--- config.mk ---
export PLATFORM = sky130hd
export DESIGN_NAME = bdsl_link
export DESIGN_NICKNAME = d
export VERILOG_FILES = /design/src/bdsl_pkg.sv /design/src/bdsl_link.sv
export SDC_FILE = /design/constraint.sdc
export NUM_CORES = 1
export LEC_CHECK = 0
export BUFFER_PORTS_ARGS = -buffer_cell sky130_fd_sc_hd__buf_2
export CAP_MARGIN = 30
export CORE_UTILIZATION = 50
export DETAILED_ROUTE_END_ITERATION = 10
export GPL_TIMING_DRIVEN = 0
export PLACE_DENSITY_LB_ADDON = 0.12
export SYNTH_ARGS = -nofsm -noshare
export SYNTH_HDL_FRONTEND = slang
export SYNTH_SLANG_ARGS = --single-unit
export TNS_END_PERCENT = 30
--- constraint.sdc ---
create_clock -name i_clock -period 12.15 [get_ports i_clock]
set_input_delay 1.215 -clock i_clock [delete_from_list [all_inputs] [get_ports i_clock]]
set_output_delay 1.215 -clock i_clock [all_outputs]
set_load 0.02 [all_outputs]
--- src/bdsl_pkg.sv ---
// Constants and types shared by the single-wire debug link target
package bdsl_pkg;

  // ----------------------------------------------------------------
  // Serial bit timing, in target clock ticks
  // ----------------------------------------------------------------
  localparam logic [4:0] BIT_TICKS = 5'h10;      // Ticks in one bit time
  localparam logic [4:0] SAMPLE_TICK = 5'h0A;    // Host bit sampled here
  localparam logic [4:0] GLITCH_TICK = 5'h08;    // A one must be high here
  localparam logic [4:0] ONE_PULSE_TICK = 5'h07; // Speedup for a sent one
  localparam logic [4:0] ZERO_LOW_TICKS = 5'h0D; // Low time of a sent zero
  localparam logic [4:0] ACK_LOW_TICKS = 5'h10;  // Low time of handshake
  localparam logic [5:0] ACK_MIN_DELAY = 6'h20;  // Least gap before handshake
  localparam logic [5:0] DELAY_MAX = 6'h3F;      // Saturation of that gap
  localparam logic [9:0] TIMEOUT_TICKS = 10'h200; // Ticks between edges
  localparam logic [3:0] OPC_LAST_BIT = 4'h7;    // Opcode is 8 bits
  localparam logic [3:0] WORD_LAST_BIT = 4'hF;   // Address/data is 16 bits
  localparam logic [1:0] ALT_DIV_LAST = 2'h1;    // Alternate clock = clk/2

  // ----------------------------------------------------------------
  // Opcode decoding
  // ----------------------------------------------------------------
  localparam logic [3:0] HW_READ_TOP = 4'hE;
  localparam logic [3:0] HW_WRITE_TOP = 4'hC;
  localparam logic [1:0] HW_LOW_BITS = 2'h0;
  localparam logic [4:0] FW_READ_TOP = 5'h0C;
  localparam logic [4:0] FW_WRITE_TOP = 5'h08;
  localparam logic [2:0] FW_REG_MIN = 3'h2;
  localparam logic [7:0] OPC_GO = 8'h08;
  localparam logic [7:0] OPC_GO_UNTIL = 8'h0C;
  localparam logic [7:0] OPC_STEP = 8'h10;
  localparam logic [7:0] OPC_GO_OLD = 8'h18;
  localparam int OP_MAP_BIT = 2;   // Debug map selected
  localparam int OP_WORD_BIT = 3;  // Word rather than byte

  // Debug firmware area inside the debug map; writes there are dropped
  localparam logic [15:0] FW_AREA_LO = 16'hFF20;
  localparam logic [15:0] FW_AREA_HI = 16'hFFFF;

  typedef enum logic [2:0] {
    BDSL_OPC = 3'b000,
    BDSL_ADDR = 3'b001,
    BDSL_WDATA = 3'b010,
    BDSL_EXEC = 3'b011,
    BDSL_ACKDLY = 3'b100,
    BDSL_ACK = 3'b101,
    BDSL_RDATA = 3'b110
  } bdsl_state_t;

  typedef enum logic [2:0] {
    CL_NONE = 3'b000,
    CL_HWR = 3'b001,
    CL_HWW = 3'b010,
    CL_FWR = 3'b011,
    CL_FWW = 3'b100,
    CL_CTL = 3'b101
  } bdsl_cls_t;

endpackage : bdsl_pkg

--- src/bdsl_link.sv ---
// Target end of the single-wire background debug serial link
module bdsl_link
  import bdsl_pkg::*;
(
  input wire logic i_clock,
  input wire logic i_rst,
  input wire logic i_serial_clock_select,
  input wire logic i_pin,
  output logic o_pin_out,
  output logic o_pin_oe,
  input wire logic i_ack_enable,
  input wire logic i_system_stop,
  input wire logic i_cpu_stopwait,
  input wire logic i_ext_wait,
  output logic o_bus_req,
  output logic o_bus_we,
  output logic o_bus_map,
  output logic [15:0] o_bus_addr,
  output logic [1:0] o_bus_be,
  output logic [15:0] o_bus_wdata,
  input wire logic i_bus_ack,
  input wire logic [15:0] i_bus_rdata,
  output logic o_fw_req,
  output logic [7:0] o_fw_opcode,
  output logic [15:0] o_fw_wdata,
  input wire logic i_fw_done,
  input wire logic [15:0] i_fw_rdata,
  output logic o_timeout
);

  bdsl_state_t state_reg, state_next;
  bdsl_cls_t cls_reg, cls_next;
  logic sync1_reg, sync2_reg, sync3_reg;
  logic [1:0] div_reg, div_next;
  logic [4:0] tcnt_reg, tcnt_next;
  logic bact_reg, bact_next;
  logic [3:0] bitn_reg, bitn_next;
  logic [15:0] sh_reg, sh_next;
  logic hi8_reg, hi8_next;
  logic [7:0] op_reg, op_next;
  logic [15:0] addr_reg, addr_next;
  logic [15:0] wdat_reg, wdat_next;
  logic [5:0] dly_reg, dly_next;
  logic [9:0] to_reg, to_next;
  logic pin_out_next, pin_oe_next;
  logic bus_req_next, fw_req_next;

  // ----------------------------------------------------------------
  // Opcode classes
  // ----------------------------------------------------------------
  function automatic bdsl_cls_t decode(input logic [7:0] op);
    bdsl_cls_t c;
    c = CL_NONE;
    if (op[7:4] == HW_READ_TOP && op[1:0] == HW_LOW_BITS) begin
      c = CL_HWR;
    end else if (op[7:4] == HW_WRITE_TOP && op[1:0] == HW_LOW_BITS) begin
      c = CL_HWW;
    end else if (op[7:3] == FW_READ_TOP && op[2:0] >= FW_REG_MIN) begin
      c = CL_FWR;
    end else if (op[7:3] == FW_WRITE_TOP && op[2:0] >= FW_REG_MIN) begin
      c = CL_FWW;
    end else if (op == OPC_GO || op == OPC_GO_UNTIL || op == OPC_STEP ||
                 op == OPC_GO_OLD) begin
      c = CL_CTL;
    end
    return c;
  endfunction

  // ----------------------------------------------------------------
  // Edge recognition and target clock
  // ----------------------------------------------------------------
  wire logic tick;
  wire logic [4:0] tnext;
  wire logic fall;
  assign tick = i_serial_clock_select || (div_reg == ALT_DIV_LAST);
  assign tnext = tcnt_reg + 5'h01;
  assign fall = sync3_reg && !sync2_reg;

  // Tick count within a bit reaches n on this tick
  function automatic logic at_tick(input logic tk, input logic act,
      input logic [4:0] nxt, input logic [4:0] n);
    return tk && act && (nxt == n);
  endfunction

  // ----------------------------------------------------------------
  // Field and command decode
  // ----------------------------------------------------------------
  wire logic rx_state, tx_state, shift_state, start_bit, bit_done;
  wire logic field_done, abort, to_hit, is_read, is_hw, ack_go;
  wire logic blocked_wr, hw_done, fw_done, done, is_word;
  wire logic [15:0] even_addr, rd_raw, rd_word;
  wire bdsl_cls_t op_cls;
  assign rx_state = state_reg == BDSL_OPC || state_reg == BDSL_ADDR ||
                    state_reg == BDSL_WDATA;
  assign tx_state = state_reg == BDSL_RDATA;
  assign shift_state = rx_state || tx_state;
  assign start_bit = fall && shift_state && !bact_reg;
  assign bit_done = at_tick(tick, bact_reg, tnext, BIT_TICKS);
  assign field_done = bit_done && (bitn_reg ==
                      ((state_reg == BDSL_OPC) ? OPC_LAST_BIT : WORD_LAST_BIT));
  assign abort = fall && (state_reg == BDSL_EXEC ||
                          state_reg == BDSL_ACKDLY);
  assign to_hit = tick && shift_state &&
                  (to_reg == TIMEOUT_TICKS - 10'h001);
  assign op_cls = decode(sh_reg[7:0]);
  assign is_read = cls_reg == CL_HWR || cls_reg == CL_FWR;
  assign is_hw = cls_reg == CL_HWR || cls_reg == CL_HWW;
  assign is_word = op_reg[OP_WORD_BIT];
  assign even_addr = {addr_reg[15:1], 1'b0};
  assign blocked_wr = cls_reg == CL_HWW && op_reg[OP_MAP_BIT] &&
                      even_addr >= FW_AREA_LO && even_addr <= FW_AREA_HI;
  assign hw_done = (o_bus_req && i_bus_ack) ||
                   (state_reg == BDSL_EXEC && blocked_wr);
  assign fw_done = o_fw_req && i_fw_done;
  assign done = is_hw ? hw_done : fw_done;
  assign rd_raw = is_hw ? i_bus_rdata : i_fw_rdata;
  assign rd_word = (!is_hw || is_word) ? rd_raw :
                   (addr_reg[0] ? {8'h00, rd_raw[7:0]} :
                                  {rd_raw[15:8], 8'h00});
  assign ack_go = i_ack_enable && !i_system_stop;

  // ----------------------------------------------------------------
  // Next state
  // ----------------------------------------------------------------
  always_comb begin
    state_next = state_reg;
    cls_next = cls_reg;
    case (state_reg)
      BDSL_OPC: begin
        if (field_done) begin
          cls_next = op_cls;
          case (op_cls)
            CL_HWR, CL_HWW: state_next = BDSL_ADDR;
            CL_FWW: state_next = BDSL_WDATA;
            CL_FWR, CL_CTL: state_next = BDSL_EXEC;
            default: state_next = BDSL_OPC;
          endcase
        end
      end
      BDSL_ADDR: begin
        if (field_done) begin
          state_next = (cls_reg == CL_HWR) ? BDSL_EXEC : BDSL_WDATA;
        end
      end
      BDSL_WDATA: begin
        if (field_done) begin
          state_next = BDSL_EXEC;
        end
      end
      BDSL_EXEC: begin
        if (i_cpu_stopwait || abort) begin
          state_next = BDSL_OPC;
        end else if (done) begin
          state_next = ack_go ? BDSL_ACKDLY :
                       (is_read ? BDSL_RDATA : BDSL_OPC);
        end
      end
      BDSL_ACKDLY: begin
        if (abort) begin
          state_next = BDSL_OPC;
        end else if (!ack_go) begin
          state_next = is_read ? BDSL_RDATA : BDSL_OPC;
        end else if (dly_reg >= ACK_MIN_DELAY) begin
          state_next = BDSL_ACK;
        end
      end
      BDSL_ACK: begin
        if (tick && tcnt_reg == ACK_LOW_TICKS) begin
          state_next = is_read ? BDSL_RDATA : BDSL_OPC;
        end
      end
      BDSL_RDATA: begin
        if (field_done) begin
          state_next = BDSL_OPC;
        end
      end
      default: state_next = BDSL_OPC;
    endcase
    if (to_hit) begin
      state_next = BDSL_OPC;
    end
  end

  // ----------------------------------------------------------------
  // Bit engine, data path and pin drive
  // ----------------------------------------------------------------
  always_comb begin
    div_next = (tick || i_serial_clock_select) ? 2'h0 : div_reg + 2'h1;
    tcnt_next = tcnt_reg;
    bact_next = bact_reg;
    if (start_bit) begin
      tcnt_next = 5'h00;
      bact_next = 1'b1;
    end else if (tick && (bact_reg || state_reg == BDSL_ACK)) begin
      tcnt_next = tnext;
    end
    if (bit_done) begin
      bact_next = 1'b0;
    end
    if (state_next == BDSL_ACK && state_reg != BDSL_ACK) begin
      tcnt_next = 5'h00;
    end
    bitn_next = bit_done ? bitn_reg + 4'h1 : bitn_reg;
    if (state_next != state_reg || to_hit) begin
      bitn_next = 4'h0;
      bact_next = 1'b0;
    end
    hi8_next = at_tick(tick, bact_reg, tnext, GLITCH_TICK) ? sync2_reg :
               hi8_reg;
    sh_next = sh_reg;
    if (rx_state && at_tick(tick, bact_reg, tnext, SAMPLE_TICK)) begin
      sh_next = {sh_reg[14:0], sync2_reg && hi8_reg};
    end else if (tx_state && bit_done) begin
      sh_next = {sh_reg[14:0], 1'b0};
    end else if (state_reg == BDSL_EXEC && done && is_read) begin
      sh_next = rd_word;
    end
    op_next = (state_reg == BDSL_OPC && field_done) ? sh_reg[7:0] : op_reg;
    addr_next = (state_reg == BDSL_ADDR && field_done) ? sh_reg : addr_reg;
    wdat_next = (state_reg == BDSL_WDATA && field_done) ? sh_reg : wdat_reg;
    // Gap since command end
    dly_next = dly_reg;
    if (field_done) begin
      dly_next = 6'h00;
    end else if (tick && dly_reg != DELAY_MAX) begin
      dly_next = dly_reg + 6'h01;
    end
    to_next = (fall || !shift_state || to_hit) ? 10'h000 :
              (tick ? to_reg + 10'h001 : to_reg);
    bus_req_next = state_next == BDSL_EXEC && is_hw && !blocked_wr &&
                   !i_ext_wait && !hw_done && state_reg == BDSL_EXEC;
    // Raised only once settled in EXEC, so opcode output is current
    fw_req_next = state_next == BDSL_EXEC && !is_hw && !fw_done &&
                  state_reg == BDSL_EXEC;
    pin_out_next = 1'b0;
    pin_oe_next = 1'b0;
    if (tx_state && bact_reg) begin
      if (sh_reg[15]) begin
        pin_oe_next = tcnt_reg == ONE_PULSE_TICK;
        pin_out_next = 1'b1;
      end else begin
        pin_oe_next = tcnt_reg <= ZERO_LOW_TICKS;
        pin_out_next = tcnt_reg == ZERO_LOW_TICKS;
      end
    end else if (state_reg == BDSL_ACK) begin
      pin_oe_next = 1'b1;
      pin_out_next = tcnt_reg == ACK_LOW_TICKS;
    end
  end

  // ----------------------------------------------------------------
  // Registers
  // ----------------------------------------------------------------
  always_ff @(posedge i_clock or posedge i_rst) begin
    if (i_rst) begin
      sync1_reg <= 1'b1;
      sync2_reg <= 1'b1;
      sync3_reg <= 1'b1;
    end else begin
      sync1_reg <= i_pin;
      sync2_reg <= sync1_reg;
      sync3_reg <= sync2_reg;
    end
  end

  // Serial engine state
  always_ff @(posedge i_clock or posedge i_rst) begin
    if (i_rst) begin
      state_reg <= BDSL_OPC;
      cls_reg <= CL_NONE;
      div_reg <= 2'h0;
      tcnt_reg <= 5'h00;
      bact_reg <= 1'b0;
      bitn_reg <= 4'h0;
      sh_reg <= 16'h0000;
      hi8_reg <= 1'b0;
      dly_reg <= 6'h00;
      to_reg <= 10'h000;
    end else begin
      state_reg <= state_next;
      cls_reg <= cls_next;
      div_reg <= div_next;
      tcnt_reg <= tcnt_next;
      bact_reg <= bact_next;
      bitn_reg <= bitn_next;
      sh_reg <= sh_next;
      hi8_reg <= hi8_next;
      dly_reg <= dly_next;
      to_reg <= to_next;
    end
  end

  // Command fields and outputs
  always_ff @(posedge i_clock or posedge i_rst) begin
    if (i_rst) begin
      op_reg <= 8'h00;
      addr_reg <= 16'h0000;
      wdat_reg <= 16'h0000;
      o_pin_out <= 1'b0;
      o_pin_oe <= 1'b0;
      o_bus_req <= 1'b0;
      o_bus_we <= 1'b0;
      o_bus_map <= 1'b0;
      o_bus_addr <= 16'h0000;
      o_bus_be <= 2'h0;
      o_bus_wdata <= 16'h0000;
      o_fw_req <= 1'b0;
      o_fw_opcode <= 8'h00;
      o_fw_wdata <= 16'h0000;
      o_timeout <= 1'b0;
    end else begin
      op_reg <= op_next;
      addr_reg <= addr_next;
      wdat_reg <= wdat_next;
      o_pin_out <= pin_out_next;
      o_pin_oe <= pin_oe_next;
      o_bus_req <= bus_req_next;
      o_bus_we <= cls_reg == CL_HWW;
      o_bus_map <= op_reg[OP_MAP_BIT];
      o_bus_addr <= even_addr;
      o_bus_be <= is_word ? 2'h3 : (addr_reg[0] ? 2'h1 : 2'h2);
      o_bus_wdata <= wdat_reg;
      o_fw_req <= fw_req_next;
      o_fw_opcode <= op_reg;
      o_fw_wdata <= wdat_reg;
      o_timeout <= to_hit;
    end
  end

endmodule // bdsl_link

==> results of run 1 <==
==> worst max-delay path: stages <==
cell	delay (ps)
buf_2	90
or2_0	100
clkbuf_1	380
nand3_2	280
nor3_1	560
nand4_2	450
clkbuf_1	460
mux2_2	390
==> how the worst min path moves through the flow <==
stage | cells past startpoint | endpoint | slack [ps] | start
finish | 0 | sync2_reg | 360 | sync1_reg
global route | 0 | sync2_reg | 370 | sync1_reg
CTS | 0 | sync2_reg | 360 | sync1_reg
detailed placement | 0 | sync2_reg | 350 | sync1_reg
global placement | 0 | sync2_reg | 350 | sync1_reg
floorplan | 0 | sync2_reg | 350 | sync1_reg
==> where the power goes <==
part	switching (mW)	internal, mW	leakage [nW]
registers	0.0518	0.510	1.91
logic	0.131	0.0921	1.72
clock network	0.192	0.290	0.262
total	0.375	0.893	3.89
==> cells in the final DEF (no fill, tap or decap), types with 3 or more instances in the layout <==
| cell type | n |
|---|---|
| a31o_2 | 3 |
| nor3b_1 | 5 |
| dfrtp_1 | 138 |
| nand4_1 | 15 |
| nor2_1 | 42 |
| buf_4 | 18 |
| nand2_1 | 56 |
| and3_1 | 4 |
| o31ai_1 | 3 |
| o211ai_1 | 3 |
| nor2b_1 | 7 |
| or2_2 | 3 |
| mux2_2 | 44 |
| clkbuf_1 | 20 |
| nor4_1 | 3 |
| buf_2 | 111 |
| clkbuf_16 | 17 |
| nand2b_1 | 7 |
| nand3_1 | 34 |
| or3_1 | 4 |
| mux2i_1 | 4 |
| a21oi_1 | 41 |
| a31oi_1 | 9 |
| ha_1 | 8 |
| xor2_1 | 14 |
| clkinvlp_4 | 3 |
| inv_6 | 3 |
| xnor2_1 | 8 |
| o21ai_0 | 12 |
| nor3_1 | 12 |
| dfstp_2 | 3 |
| inv_1 | 5 |
==> metal layers <==
metal | GRT usage (%) | part of all wire [%] | wire length (µm)
met1 | 31.31 | 46 | 6557
met2 | 36.12 | 47 | 6746
met3 | 5.717 | 5.4 | 778
met4 | 10.56 | 2.2 | 318
met5 | 0 | 0 | 0
==> logic make-up (layout without fill, tap and decap cells) <==
group | Yosys count | in the layout | share of synthesized area (%)
AND/OR/NAND/NOR | 212 | 212 | 17.74
flip-flops | 141 | 141 | 55.88
AO/OA/AOI/OAI | 90 | 90 | 9.205
multiplexers | 48 | 48 | 8.472
buffers and inverters | 48 | 185 | 4.018
XOR/XNOR | 22 | 22 | 3.048
adder cells (fa/ha/maj) | 8 | 8 | 1.584
other | 1 | 1 | 0.05933
==> metrics by stage <==
stage | cell area [µm²] | instances
finish | 7644 | 875
global route | 7644 | 875
CTS | 7644 | 875
detailed placement | 7094 | 845
global placement | 7057 | 843
floorplan | 6321 | 570
==> layout make-up <==
cell class / count / area share [%]
timing repair buffer: 107 / 7.301
inverter: 7 / 0.4092
buffer: 41 / 2.979
sequential: 141 / 46.21
tap: 168 / 2.750
multi-input combinational: 381 / 33.16
clock buffer: 21 / 6.024
clock inverter: 9 / 1.162
==> impl_metrics.toml, run 1 <==
[yosys]
yosys.area.top_type = "dfrtp_1"
postSynthRegisterBits = 141
post-synth-top-count-cell = "dfrtp_1"
synth.top_cells.by_count = "dfrtp_1 (138), nand2_1 (56), mux2_2 (44), nor2_1 (42), a21oi_1 (41)"
unique_masters_post_synth = 63
netlist_instances = 570
fraction_of_synthesized_cell_area_taken_by_the_top_area_cell_type_pct = 54.63
synthesis.yosys.warnings = 0
yosys-top-cells-area = "dfrtp_1 (55%), mux2_2 (7.8%), nand2_1 (3.3%)"
synth_enable_flop_cells = 0
mappedNetlistNets = 620
ys.flop_type = "dfrtp_1"
mappedNetlistArea_mm2 = 0.006321
postSynthAreaPerCell_um2 = 11.09
synth-seq-area-share_pct = 55.88
synth-async-reset-ratio_pct = 100.0

[routing]
total_wirelength_of_the_detailed_routed_design_um = 14400
drtAntennaViolNets = 0
route.detailed.vias_per_inst = 5.523
detail_route.wl_per_cell_um = 16.46
starting_drc_count_in_detailed_routing = 307
drt_pre_antenna_iters = 5
vias = 4833
drc = 0

[clock_tree]
cts_setup_buffers = 0
clockRootBuffer = "clkbuf_16"
cts_sinks = 141
max-clock-path-buffers = 2
clk_transition_reported_paths_ps = 60
cts_made_buffers = 17
clock_insertion_delay_worst_skew_ps = 420
htree_levels = 4
post_cts_resized = 0
cts_tree = "built"
hold_buffers = 0

[worst_setup_path]
crit_path_start_kind = "input pin"
reg2reg_capture_point = "wdat_reg[10]"
critPathArrivalTime_ps = 3940
worstPathMaxFanout = 10
reg2reg_depth = 9
r2r-start = "div_reg[1]"
timing.setup.critical_path_class = "in -> reg"
cp-startpoint = "i_serial_clock_select"
cp.required_ps = 12450
worst-r2r-setup-slack_ps = 8800
end_kind = "flop"
critical_path.endpoint = "wdat_reg[10]"

[grt]
grt.total_usage_pct = 23.38
antenna_violations_before_repair = 0
grt_overflow_total = 0
via_count_of_the_first_global_routing_pass = 4662
grt_pass1_wl_um = 23080
maximum_number_of_pins_on_one_net_before_global_route_repair = 74

[layout]
num_antenna_cells = 0
area.sequential_mm2 = 0.003532
fin_nets = 746
final_core_utilization_pct = 62.85
fillCellCount = 1014
synthToLayoutAreaGrowth_pct = 20.92
layout_cell_share_with_drive_strength_beyond_1_pct = 31.82
multi_input_area_mm2 = 0.002535

[sta]
finalSetupTns_ps = 0
timing.clock.skew_ps = 6.506
final.setup.worst_slack_ps = 8514
rsz_0062_raised_after_global_routing = "false"
period_minus_slack_ps = 3636
finalHoldViolCount = 0
least_margin_pin_slew_ps = 854.5
finalSetupViolCount = 0
maxSlewHeadroom_pct = 42.54
final_count_of_pins_violating_max_slew = 0
timing.hold.ws_ps = 357.0
achievable-frequency_mhz = 275.0
final.period_utilization_pct = 29.93

[placed_design]
finalWeightedCongestion = 0.9188
place_ws_ps = 8155
dpl.hpwl_um = 10060
portBuffers = 105

[hold_path]
min_delay_worst_type = "reg -> reg"

[floorplan]
num_io_pins = 107
floorplan.initialDensity_pct = 51.98
die_width_um = 114.4
design.core.area_mm2 = 0.01216
die_area_mm2 = 0.01310
placementRows = 40
die_ht_um = 114.4

[power]
report.power.total_mw = 1.267
worst_ir_drop_vdd_uv = 83.51
pwr_density_cell_mw_per_mm2 = 165.8
leak_pwr_nw = 3.893

[outcome]
status = "finished clean"

[run]
maxCapViolCount = 0
Power figures use the tool's default switching activity.
==> run 2: changes to the inputs <==
Clock period 12.15 ns to 3.3 ns, I/O delays scaled along.
==> run 2 against run 1 <==
Die area unchanged. Count of clock-buffer cells in the layout down 3. Largest cell class unchanged. Global-route usage about the same. Sequential share of layout area down 0.65 points. Wire length down 1.2%. Total power rose to 3.8 times the previous value. Via count down 1.1%. Critical path depth unchanged. Final cell count up 0.57%. Critical path type is now reg -> reg.
==> impl_metrics.toml, run 2 (synthesized netlist as in run 1, its figures left out) <==
[outcome]
status = "finished clean"

[layout]
fin_nets = 750
mostFrequentLayoutCell = "dfrtp_1"
final_core_utilization_pct = 63.74
final_cell_mix = "dfrtp_1 (138), buf_2 (111), nand2_1 (56)"
layout_cell_share_with_drive_strength_beyond_1_pct = 32.58
num_antenna_cells = 0
stdcell_area_mm2 = 0.007752
synthToLayoutAreaGrowth_pct = 22.64

[floorplan]
die_area_mm2 = 0.01310
placementRows = 40
die_ht_um = 114.4
num_io_pins = 107
design.core.area_mm2 = 0.01216
floorplan.initialDensity_pct = 51.98
die_width_um = 114.4

[sta]
finalHoldViolCount = 0
final.period_utilization_pct = 95.50
period_minus_slack_ps = 3151
timing.clock.skew_ps = 8.011
finalSetupViolCount = 0
least_margin_pin_slew_ps = 722.6
maxSlewHeadroom_pct = 51.41
achievable-frequency_mhz = 317.3
final_count_of_pins_violating_max_slew = 0
final.setup.worst_slack_ps = 148.6
rsz_0062_raised_after_global_routing = "true"

[placed_design]
portBuffers = 105
placedInstanceArea_mm2 = 0.007126
place_ws_ps = 13.26
dpl.hpwl_um = 10070
finalWeightedCongestion = 0.8756

[power]
pwr_density_cell_mw_per_mm2 = 622.1
swShare_pct = 28.85
comb_power_share_pct = 17.0
switching_power_mw = 1.392
power_report.internal_total_mw = 3.432
leak_pwr_nw = 3.951
pwr-share-seq_pct = 42.7
worst_ir_drop_vdd_uv = 332.0
share_clk_of_total_power_pct = 40.3

[worst_setup_path]
cpLargestDelayFamily = "simple AND/OR/NAND/NOR gates"
crit_path_start_kind = "flop"
critical_path.cell_chain = "inv_1 -> ha_1 -> or2_0 -> clkbuf_1 -> nand3_2 -> nor4_4 -> clkbuf_1 -> mux2_2"
timing.setup.critical_path_class = "reg -> reg"
worstPathMaxFanout = 10
worst-path-buf-inv = 3
max_stage_delay_ps = 700
cp.required_ps = 3600
end_kind = "flop"
critPathArrivalTime_ps = 3460
most_frequent_cp_cell = "clkbuf_1"
crit_slowest_cell = "nor4_4"

[routing]
starting_drc_count_in_detailed_routing = 330
drc = 0
detail_route.wl_per_cell_um = 16.16
vias = 4781
total_wirelength_of_the_detailed_routed_design_um = 14220
drt_pre_antenna_iters = 7
route.detailed.vias_per_inst = 5.433
drtAntennaViolNets = 0

[grt]
antenna_violations_before_repair = 0
grt_pass1_wl_um = 22940
via_count_of_the_first_global_routing_pass = 4579
grt_overflow_total = 0
grt.total_usage_pct = 23.35
maximum_number_of_pins_on_one_net_before_global_route_repair = 45

[clock_tree]
clockRootBuffer = "clkbuf_16"
cts_setup_buffers = 0
max-clock-path-buffers = 2
clk_transition_reported_paths_ps = 60
cts_made_buffers = 17
cts_sinks = 141
htree_levels = 4
clock_insertion_delay_worst_skew_ps = 420
cts_tree = "built"

[run]
maxCapViolCount = 0

[hold_path]
min_delay_worst_type = "in -> reg"
-- run 2: cell count changes in the layout (fill, tap and decap cells not counted), sizes merged --
| cell | before | now |
|---|---|---|
| buf | 130 | 132 |
| clkbuf | 39 | 36 |
| dlygate4sd3 | 0 | 2 |
| bufinv | 1 | 3 |
| clkinv | 4 | 6 |
| clkinvlp | 3 | 2 |
| inv | 8 | 9 |
-- run 2: stage by stage --
stage               std cells  setup TNS, ps  hold WS (ps)  power, mW
global placement          843              0         346.3      2.862
finish                    880              0         196.5      4.823
floorplan                 570              0         334.5      2.672
global route              880         -99.23         183.2      5.056
CTS                       880              0         178.7      4.858
detailed placement        847              0         349.9      2.902
-- run 2: worst register-to-register path: cells and delay by family (launching register included) --
family | cells | cell delay, ps
buffers and inverters | 3 | 1000
adders and majority gates | 1 | 160
and+or+nand+nor | 3 | 1090
DFF | 1 | 360
muxes | 1 | 420
-- run 2: routing by layer --
metal	GRT usage, %	up-vias	part of all wire [%]
met5	0	-	0
met2	36.69	141	48
li1	-	2268	-
met1	30.92	2347	45
met3	5.664	25	5.5
met4	10.22	0	1.8
-- run 2: power by group through the flow --
stage / Sequential [mW] / Combinational (mW) / Clock, mW
floorplan: 2.03 / 0.641 / 0
finish: 2.06 / 0.819 / 1.94
detailed placement: 2.09 / 0.810 / 0
CTS: 2.06 / 0.822 / 1.98
global route: 2.08 / 0.917 / 2.05
global placement: 2.09 / 0.776 / 0
-- run 2: layout make-up --
class / count / area, µm²
inverter: 7 / 30.03
sequential: 141 / 3532
clock inverter: 13 / 161.4
tap: 168 / 210.2
buffer: 41 / 229.0
clock buffer: 18 / 439.2
fill: 1008 / 4409
multi-input combinational: 381 / 2540
timing repair buffer: 111 / 610.6
-- run 2: worst paths after layout --
check                            from           end  slack, ps  cells after the start
min in group asynchronous       i_rst    cls_reg[1]        490                      3
setup / recovery           div_reg[1]   addr_reg[3]        150                      8
hold / removal             i_ext_wait     o_bus_req        200                      3
max in group asynchronous       i_rst  addr_reg[11]       1980                      5
hold reg to reg             sync1_reg     sync2_reg        360                      0
setup reg to reg           div_reg[1]   addr_reg[3]        150                      8
-- run 2: timing repair --
item / in CTS / in global routing
hold buffers: 2 / 0
gates resized for setup: 1 / 3
cloned: 0 / 0
hold endpoints to repair: 20 / 0
setup endpoints to repair: 6 / 19
